$ cat config.mk
export PLATFORM = sky130hd
export DESIGN_NAME = mter_top
export DESIGN_NICKNAME = d
export VERILOG_FILES = /design/src/pkg/mter_pkg.sv /design/src/pkg/mter_slot_if.sv /design/src/verilog/mter_top.sv /design/src/verilog/mter_slot.sv
export SDC_FILE = /design/constraint.sdc
export NUM_CORES = 1
export LEC_CHECK = 0
export BUFFER_PORTS_ARGS = -buffer_cell sky130_fd_sc_hd__buf_2
export CORE_MARGIN = 3
export CORE_UTILIZATION = 62
export DETAILED_ROUTE_END_ITERATION = 8
export GPL_TIMING_DRIVEN = 0
export PLACE_DENSITY = 0.93
export RECOVER_POWER = 100
export SYNTH_ARGS = -nofsm -noshare
export SYNTH_HDL_FRONTEND = slang
export SYNTH_SLANG_ARGS = --single-unit
$ cat constraint.sdc
create_clock -name clk_sys_i -period 3.3 [get_ports clk_sys_i]
set_input_delay 0.66 -clock clk_sys_i [delete_from_list [all_inputs] [get_ports clk_sys_i]]
set_output_delay 0.66 -clock clk_sys_i [all_outputs]
set_load 0.005 [all_outputs]
$ cat src/pkg/mter_pkg.sv
// constants, types and helpers of the message transfer error reporter
package mter_pkg;
    localparam int STN_W = 7;
    localparam int SIZE_W = 11;
    localparam int CODE_W = 16;
    localparam int MON_W = 16;
    localparam int MAX_XFER = 4;
    localparam int CNT_W = 3;
    localparam logic [SIZE_W-1:0] SIZE_MIN = 11'h001;
    localparam logic [SIZE_W-1:0] SIZE_MAX = 11'h3C0;
    // ------------------------------------------------------------------
    // timing
    // ------------------------------------------------------------------
    localparam int CLK_HZ = 25_000_000;
    localparam int TICK_US = 1000;
    localparam int TICK_CYCLES = (CLK_HZ / 1_000_000) * TICK_US;
    // ------------------------------------------------------------------
    // error codes
    // ------------------------------------------------------------------
    localparam logic [CODE_W-1:0] CODE_OK = 16'h0000;
    localparam logic [CODE_W-1:0] CODE_NOT_MASTER = 16'hBC06;
    localparam logic [CODE_W-1:0] CODE_SIZE = 16'hBC07;
    localparam logic [CODE_W-1:0] CODE_HS_50 = 16'hBC50;
    localparam logic [CODE_W-1:0] CODE_HS_51 = 16'hBC51;
    localparam logic [CODE_W-1:0] CODE_TOUT_REQ = 16'hBC52;
    localparam logic [CODE_W-1:0] CODE_TOUT_RSP = 16'hBC53;
    localparam logic [CODE_W-1:0] CODE_HS_54 = 16'hBC54;
    localparam logic [CODE_W-1:0] CODE_HS_55 = 16'hBC55;
    localparam logic [CODE_W-1:0] CODE_OVERLAP = 16'hBC57;
    localparam logic [CODE_W-1:0] CODE_HS_58 = 16'hBC58;
    localparam logic [CODE_W-1:0] CODE_BAD_RSP = 16'hBC5B;
    localparam logic [CODE_W-1:0] CODE_TOO_MANY = 16'hBC60;

    typedef enum logic [1:0] {
        RX_NONE, RX_STEP, RX_BAD_DATA, RX_BAD_RSP
    } mter_rx_e;

    typedef enum logic [2:0] {
        ST_IDLE, ST_REQ_SEND, ST_REQ_ACK, ST_RSP_WAIT, ST_RSP_RECV, ST_FINISH
    } mter_stage_e;

    // handshake failure code for abnormal data, by stage
    function automatic logic [CODE_W-1:0] bad_data_code(mter_stage_e s);
        unique case (s)
            ST_REQ_SEND: bad_data_code = CODE_HS_50;
            ST_REQ_ACK: bad_data_code = CODE_HS_51;
            ST_RSP_WAIT: bad_data_code = CODE_HS_54;
            ST_RSP_RECV: bad_data_code = CODE_HS_55;
            default: bad_data_code = CODE_HS_58;
        endcase
    endfunction

    // timeout code: request half or response half of the handshake
    function automatic logic [CODE_W-1:0] tout_code(mter_stage_e s);
        tout_code = (s == ST_REQ_SEND || s == ST_REQ_ACK) ?
            CODE_TOUT_REQ : CODE_TOUT_RSP;
    endfunction
endpackage

$ cat src/pkg/mter_slot_if.sv
// link between the request checker and one transfer slot
`timescale 1ns/1ns
interface mter_slot_if;
    import mter_pkg::*;
    logic start;
    logic [STN_W-1:0] start_stn;
    logic ack;
    logic active;
    logic fin;
    logic [STN_W-1:0] stn;
    logic [CODE_W-1:0] code;
    modport ctl(output start, start_stn, ack, input active, fin, stn, code);
    modport slot(input start, start_stn, ack, output active, fin, stn, code);
endinterface

$ cat src/verilog/mter_top.sv
// message transfer request checking and error code reporting
//
// Function
// - A transfer request on a station not in master role is refused with BC06.
// - A transfer request whose send size lies outside the allowed range gets BC07.
// - A link error on the target station aborts its transfer with BC50.
// - A link parameter change during a transfer ends it with BC50.
// - Each handshake step is timed against the monitoring time word; expiry gives BC52 or BC53.
// - The link stop request bit during a transfer times it out with BC52 or BC53.
// - Abnormal data end a transfer with BC50, BC51, BC54, BC55 or BC58 by stage.
// - A transfer or peripheral access to a station already pending is refused with BC57.
// - An abnormal response from the target station gives BC5B.
// - A fifth concurrent transfer is refused with BC60; four may run at once.
`timescale 1ns/1ns
module mter_top #(
    parameter int TICK_CYCLES = mter_pkg::TICK_CYCLES
) (
    input wire logic clk_sys_i,
    input wire logic nrst_i,
    input wire logic req_valid_i,
    input wire logic req_periph_i,
    input wire logic [mter_pkg::STN_W-1:0] req_stn_i,
    input wire logic [mter_pkg::SIZE_W-1:0] req_size_i,
    input wire logic master_role_i,
    input wire logic [mter_pkg::MON_W-1:0] monitoring_time_word_i,
    input wire logic link_stop_request_bit_i,
    input wire logic param_chg_i,
    input wire logic link_err_i,
    input wire logic [mter_pkg::STN_W-1:0] link_err_stn_i,
    input wire mter_pkg::mter_rx_e rx_kind_i,
    input wire logic [mter_pkg::STN_W-1:0] rx_stn_i,
    output logic done_o,
    output logic [mter_pkg::STN_W-1:0] done_stn_o,
    output logic [mter_pkg::CODE_W-1:0] err_code_o,
    output logic periph_grant_o,
    output logic [mter_pkg::CNT_W-1:0] busy_cnt_o
);
    import mter_pkg::*;

    localparam logic [15:0] TICK_LAST = 16'(TICK_CYCLES - 1);

    // ------------------------------------------------------------------
    // monitoring time base
    // ------------------------------------------------------------------
    logic [15:0] div_reg, div_next;
    logic tick_reg, tick_next;

    always_comb begin
        tick_next = (div_reg == TICK_LAST);
        div_next = tick_next ? '0 : div_reg + 16'h0001;
    end

    always_ff @(posedge clk_sys_i or negedge nrst_i) begin
        if (!nrst_i) begin
            div_reg <= '0;
            tick_reg <= 1'b0;
        end else begin
            div_reg <= div_next;
            tick_reg <= tick_next;
        end
    end

    // ------------------------------------------------------------------
    // transfer slots
    // ------------------------------------------------------------------
    mter_slot_if sif[MAX_XFER]();
    logic [MAX_XFER-1:0] sl_active, sl_fin, start_vec, ack_vec;
    logic [STN_W-1:0] sl_stn [MAX_XFER];
    logic [CODE_W-1:0] sl_code [MAX_XFER];

    for (genvar g = 0; g < MAX_XFER; g++) begin : g_slot
        assign sl_active[g] = sif[g].active;
        assign sl_fin[g] = sif[g].fin;
        assign sl_stn[g] = sif[g].stn;
        assign sl_code[g] = sif[g].code;
        assign sif[g].start = start_vec[g];
        assign sif[g].start_stn = req_stn_i;
        assign sif[g].ack = ack_vec[g];
        mter_slot u_slot (
            .clk_sys_i(clk_sys_i),
            .nrst_i(nrst_i),
            .bus(sif[g]),
            .tick_i(tick_reg),
            .mon_time_i(monitoring_time_word_i),
            .link_stop_i(link_stop_request_bit_i),
            .param_chg_i(param_chg_i),
            .link_err_i(link_err_i),
            .link_err_stn_i(link_err_stn_i),
            .rx_kind_i(rx_kind_i),
            .rx_stn_i(rx_stn_i)
        );
    end

    // ------------------------------------------------------------------
    // request checks and report selection
    // ------------------------------------------------------------------
    logic pend_hit, any_free, size_bad, rej;
    logic [CODE_W-1:0] rej_code;
    logic [CNT_W-1:0] cnt;
    logic done_next, grant_next;
    logic [STN_W-1:0] dstn_next;
    logic [CODE_W-1:0] code_next;
    logic [CNT_W-1:0] busy_next;
    logic done_reg, grant_reg;
    logic [STN_W-1:0] dstn_reg;
    logic [CODE_W-1:0] code_reg;
    logic [CNT_W-1:0] busy_reg;

    always_comb begin
        pend_hit = 1'b0;
        any_free = 1'b0;
        cnt = '0;
        start_vec = '0;
        ack_vec = '0;
        for (int i = 0; i < MAX_XFER; i++) begin
            if (sl_active[i] && sl_stn[i] == req_stn_i)
                pend_hit = 1'b1;
            if (sl_active[i] || sl_fin[i])
                cnt = cnt + 3'h1;
            else
                any_free = 1'b1;
        end
        size_bad = (req_size_i < SIZE_MIN) || (req_size_i > SIZE_MAX);
        rej = req_valid_i;
        if (!master_role_i)
            rej_code = CODE_NOT_MASTER;
        else if (!req_periph_i && size_bad)
            rej_code = CODE_SIZE;
        else if (pend_hit)
            rej_code = CODE_OVERLAP;
        else if (!req_periph_i && !any_free)
            rej_code = CODE_TOO_MANY;
        else begin
            rej_code = CODE_OK;
            rej = 1'b0;
        end
        grant_next = req_valid_i && req_periph_i && !rej;
        if (req_valid_i && !req_periph_i && !rej) begin
            for (int i = MAX_XFER - 1; i >= 0; i--) begin
                if (!sl_active[i] && !sl_fin[i])
                    start_vec = 4'h1 << i;
            end
        end
        done_next = 1'b0;
        dstn_next = dstn_reg;
        code_next = code_reg;
        if (rej) begin
            done_next = 1'b1;
            dstn_next = req_stn_i;
            code_next = rej_code;
        end else begin
            for (int i = MAX_XFER - 1; i >= 0; i--) begin
                if (sl_fin[i]) begin
                    ack_vec = 4'h1 << i;
                    done_next = 1'b1;
                    dstn_next = sl_stn[i];
                    code_next = sl_code[i];
                end
            end
        end
        busy_next = cnt;
    end

    always_ff @(posedge clk_sys_i or negedge nrst_i) begin
        if (!nrst_i) begin
            done_reg <= 1'b0;
            grant_reg <= 1'b0;
            dstn_reg <= '0;
            code_reg <= CODE_OK;
            busy_reg <= '0;
        end else begin
            done_reg <= done_next;
            grant_reg <= grant_next;
            dstn_reg <= dstn_next;
            code_reg <= code_next;
            busy_reg <= busy_next;
        end
    end

    assign done_o = done_reg;
    assign periph_grant_o = grant_reg;
    assign done_stn_o = dstn_reg;
    assign err_code_o = code_reg;
    assign busy_cnt_o = busy_reg;
endmodule

$ cat src/verilog/mter_slot.sv
// one running message transfer: stage tracking, timing, abort codes
`timescale 1ns/1ns
module mter_slot (
    input wire logic clk_sys_i,
    input wire logic nrst_i,
    mter_slot_if.slot bus,
    input wire logic tick_i,
    input wire logic [mter_pkg::MON_W-1:0] mon_time_i,
    input wire logic link_stop_i,
    input wire logic param_chg_i,
    input wire logic link_err_i,
    input wire logic [mter_pkg::STN_W-1:0] link_err_stn_i,
    input wire mter_pkg::mter_rx_e rx_kind_i,
    input wire logic [mter_pkg::STN_W-1:0] rx_stn_i
);
    import mter_pkg::*;

    mter_stage_e stage_reg, stage_next;
    logic [STN_W-1:0] stn_reg, stn_next;
    logic [MON_W-1:0] timer_reg, timer_next;
    logic fin_reg, fin_next;
    logic [CODE_W-1:0] code_reg, code_next;
    logic run, hit_link, rx_hit, tout;

    assign run = (stage_reg != ST_IDLE);
    assign hit_link = run && link_err_i && (link_err_stn_i == stn_reg);
    assign rx_hit = run && (rx_kind_i != RX_NONE) && (rx_stn_i == stn_reg);
    assign tout = run && tick_i && (timer_reg >= mon_time_i);

    always_comb begin
        stage_next = stage_reg;
        stn_next = stn_reg;
        timer_next = timer_reg;
        fin_next = fin_reg && !bus.ack;
        code_next = code_reg;
        if (!run && !fin_reg && bus.start) begin
            stage_next = ST_REQ_SEND;
            stn_next = bus.start_stn;
            timer_next = '0;
        end else if (run) begin
            if (tick_i)
                timer_next = timer_reg + 1'b1;
            fin_next = 1'b1;
            stage_next = ST_IDLE;
            if (param_chg_i || hit_link) begin
                code_next = CODE_HS_50;
            end else if (link_stop_i || tout) begin
                code_next = tout_code(stage_reg);
            end else if (rx_hit && rx_kind_i == RX_BAD_RSP) begin
                code_next = CODE_BAD_RSP;
            end else if (rx_hit && rx_kind_i == RX_BAD_DATA) begin
                code_next = bad_data_code(stage_reg);
            end else if (rx_hit && stage_reg == ST_FINISH) begin
                code_next = CODE_OK;
            end else begin
                fin_next = 1'b0;
                stage_next = stage_reg;
                if (rx_hit) begin
                    stage_next = mter_stage_e'(stage_reg + 3'h1);
                    timer_next = '0;
                end
            end
        end
    end

    always_ff @(posedge clk_sys_i or negedge nrst_i) begin
        if (!nrst_i) begin
            stage_reg <= ST_IDLE;
            stn_reg <= '0;
            timer_reg <= '0;
            fin_reg <= 1'b0;
            code_reg <= CODE_OK;
        end else begin
            stage_reg <= stage_next;
            stn_reg <= stn_next;
            timer_reg <= timer_next;
            fin_reg <= fin_next;
            code_reg <= code_next;
        end
    end

    assign bus.active = run;
    assign bus.fin = fin_reg;
    assign bus.stn = stn_reg;
    assign bus.code = code_reg;
endmodule

==> results.cfg <==
[synthesis]
synth-edff-count = 0
synth_top_area_share_pct = 34.31
synth_most_common_cell = nand2_1
ys_warn_count = 0
syn_area_sq_um = 12030
yosysTopAreaCell = dfrtp_1
synthTopCellsByArea = dfrtp_1 (34%), ha_1 (9.4%), nand2_1 (5.3%)
ys_seq_elements = 165
ys_seq_area_share_pct = 34.31
async_flop_share_pct = 100.0
synth_common_cells = nand2_1 (169), dfrtp_1 (165), nor2_1 (96)
ys.flop_type = dfrtp_1
syn_inst = 1376
synth.distinct_cells = 84
postSynthAreaPerCell_sq_um = 8.745

[floorplanning]
die_x_um = 145.3
initial_utilization_pct = 63.69
io_pins = 86
row_count = 50
core_region_area_sq_um = 18890
design.die.area_sq_um = 21120
chipHeight_um = 145.3

[sta]
setup_viol = 0
fmax_mhz = 310.2
rsz0062_at_grt = true
max_slew_margin_pct = -15.50
fin_crit_ns = 3.223
hold_violations = 0
drv_slew = 66
fin_crit_sh_pct = 97.68
clock_skew_ns = 0.01461
finalWorstSetupSlack_ns = 0.07669
worstMarginPinSlew_ns = 1.733

[critical_path]
cp_cell_sequence = inv_1, ha_1, nand2b_1, buf_2, nor2_1, inv_1, ha_1, and4bb_2, nor4_4, nand3_2, a2bb2oi_1, o22ai_1
cp.required_ns = 3.60
worst_setup_path_start_kind = flop
path_class = flop to flop
reg2reg_from = g_slot[1].u_slot.stage_reg[0]
cp_max_fo = 10
slowest_stage = dfrtp_1
path_buf_inv = 3
end_kind = flop
cp.arrival_ns = 3.52
max_stage_delay_ns = 0.41
cp-startpoint = g_slot[1].u_slot.stage_reg[0]
path_delay_family = simple AND/OR/NAND/NOR gates

[clock_network]
clock-root-buffer = clkbuf_16
cts.htree.levels = 4
clkTransAtPathRegs_ns = 0.07
cts_buffers = 17
clock_latency_ns = 0.44
tritoncts = yes
cts.sinks = 165
cts_max_path_buffers = 2

[cells_and_area]
antenna_cells = 0
final_area_sq_um = 13340
largest_reg_flops = 64
drive_gt1_share_pct = 13.97
fill_cells = 1403
final_cells = 1742
fin_nets = 1617
syn_to_final_growth_pct = 10.82

[power]
clockPowerShare_pct = 24.0
power.leakage_nw = 5.999
switching_power_mw = 3.351
ir_drop_mv = 0.5068
internal-power_mw = 4.825
p_comb_share_pct = 41.1
p_per_area_nw_per_um2 = 613.1
p_seq_share_pct = 34.9
swShare_pct = 40.98

[drt]
vias_per_cell = 6.606
first_pass_iters = 9
wirelength_um = 34940
ant_nets = 0
wl_per_cell_um = 20.05
drcViolationCount = 1
drt_iter0_markers = 1282
vias = 11510

[global_routing]
antenna_found_initial = 0
grt_pass1_wl_um = 56120
grt_util_all_layers_pct = 32.06
grt_max_degree = 101
grt_overflow = 0
grt_pass1_vias = 11450

[place]
io_buffers = 70
place_ws_ns = -0.2692
place_congestion = 1.001
dpl.hpwl_um = 24990
dp.cells = 1710
dpl_cell_area_sq_um = 12760

[run_status]
violations = design-rule violations, max-capacitance violations, max-slew violations
status = finished with violations

[hold_path]
hold_class = flop to flop
holdCritStartpoint = div_reg[0]

[flow_run]
max-cap-violations = 1
## kinds of logic (layout without fill, tap and decap cells)
kind of cell	Yosys count	count (layout)	synth area share [%]
xor+xnor	104	104	7.570
simple gates	521	521	22.04
mux	55	55	4.835
compound gates	299	299	16.50
other cells	1	4	0.03116
buf+inv	141	244	5.345
flops	165	165	34.31
fa+ha+maj	90	90	9.358
## path summary, 6_finish.rpt
check | end | slack [ns] | depth (start not counted)
worst max register to register | g_slot[1].u_slot.timer_reg[1] | 0.08 | 12
max in group asynchronous | g_slot[1].u_slot.bus.stn[3] | 1.38 | 2
worst min register to register | div_reg[0] | 0.48 | 1
min in group asynchronous | g_slot[1].u_slot.timer_reg[11] | 0.64 | 1
worst max-delay path | g_slot[1].u_slot.timer_reg[1] | 0.08 | 12
worst min-delay path | div_reg[0] | 0.48 | 1
## power by group through the flow
stage | Combinational, mW | Clock (mW) | Sequential (mW)
after floorplan | 2.34 | 0 | 2.76
after global placement | 3.08 | 0 | 2.85
after detailed placement | 3.24 | 0 | 2.87
after CTS | 3.30 | 1.95 | 2.84
after global routing | 3.64 | 2.03 | 2.90
final | 3.36 | 1.96 | 2.85
## area by class of cell
| cell class | instances | area [sq um] | share of cell area [%] |
|---|---|---|---|
| buffer | 79 | 411.6 | 3.087 |
| clock buffer | 20 | 446.7 | 3.350 |
| clock inverter | 12 | 121.4 | 0.9101 |
| inverter | 62 | 232.7 | 1.745 |
| multi-input combinational | 1073 | 7301 | 54.75 |
| sequential | 165 | 4129 | 30.96 |
| tap | 260 | 325.3 | 2.439 |
| timing repair buffer | 71 | 367.9 | 2.758 |
## per-layer routing
| metal | track usage [%] | vias up | wire length (um) |
|---|---|---|---|
| li1 | - | 5136 | - |
| met1 | 38.21 | 5492 | 13050 |
| met2 | 55.06 | 716 | 17090 |
| met3 | 5.684 | 163 | 3009 |
| met4 | 17.76 | 0 | 1788 |
| met5 | 0 | - | 0 |
## cells in the final DEF, fill, tap and decap left out, types with 6 or more instances in the layout
| cell | synthesis | routed |
|---|---|---|
| nor4_1 | 22 | 23 |
| a21o_1 | 8 | 8 |
| a22o_1 | 7 | 7 |
| inv_1 | 61 | 61 |
| or2_2 | 7 | 7 |
| xor2_1 | 47 | 47 |
| dfrtp_1 | 165 | 165 |
| a21oi_1 | 71 | 71 |
| and3_1 | 14 | 14 |
| clkbuf_2 | 6 | 8 |
| mux2_2 | 25 | 25 |
| nand4_1 | 38 | 38 |
| o21ai_0 | 78 | 78 |
| xnor2_1 | 57 | 57 |
| nand2_1 | 169 | 168 |
| o21bai_1 | 8 | 8 |
| buf_4 | 13 | 9 |
| a211oi_1 | 9 | 9 |
| mux2i_1 | 30 | 30 |
| o22ai_1 | 9 | 9 |
| nand3_1 | 52 | 52 |
| a211o_1 | 15 | 15 |
| buf_2 | 28 | 89 |
| nor3_1 | 40 | 40 |
| nor2b_1 | 9 | 6 |
| clkbuf_1 | 27 | 36 |
| ha_1 | 90 | 90 |
| nand2b_1 | 23 | 23 |
| clkbuf_16 | 0 | 17 |
| a31oi_1 | 16 | 15 |
| nor2_1 | 96 | 96 |
| o211ai_1 | 13 | 13 |
| a32o_1 | 9 | 9 |
| or3_1 | 6 | 6 |
## metrics by stage
stage	TNS (ns)	power [mW]	hold slack [ns]	util [%]
global route	-0.07793	8.575	0.5026	70.58
detailed placement	-5.397	6.114	0.4541	67.52
floorplan	0	5.100	0.3644	-
CTS	0	8.083	0.1785	70.57
global placement	-162.00	5.929	0.4432	67.32
finish	0	8.176	0.4759	70.58
## timing repair
action	in CTS	in global routing
setup buffers	0	0
resized for setup	2	8
endpoints found under the setup margin	42	29
hold buffers	0	0
Note: power is estimated with default switching activity, not from simulation.
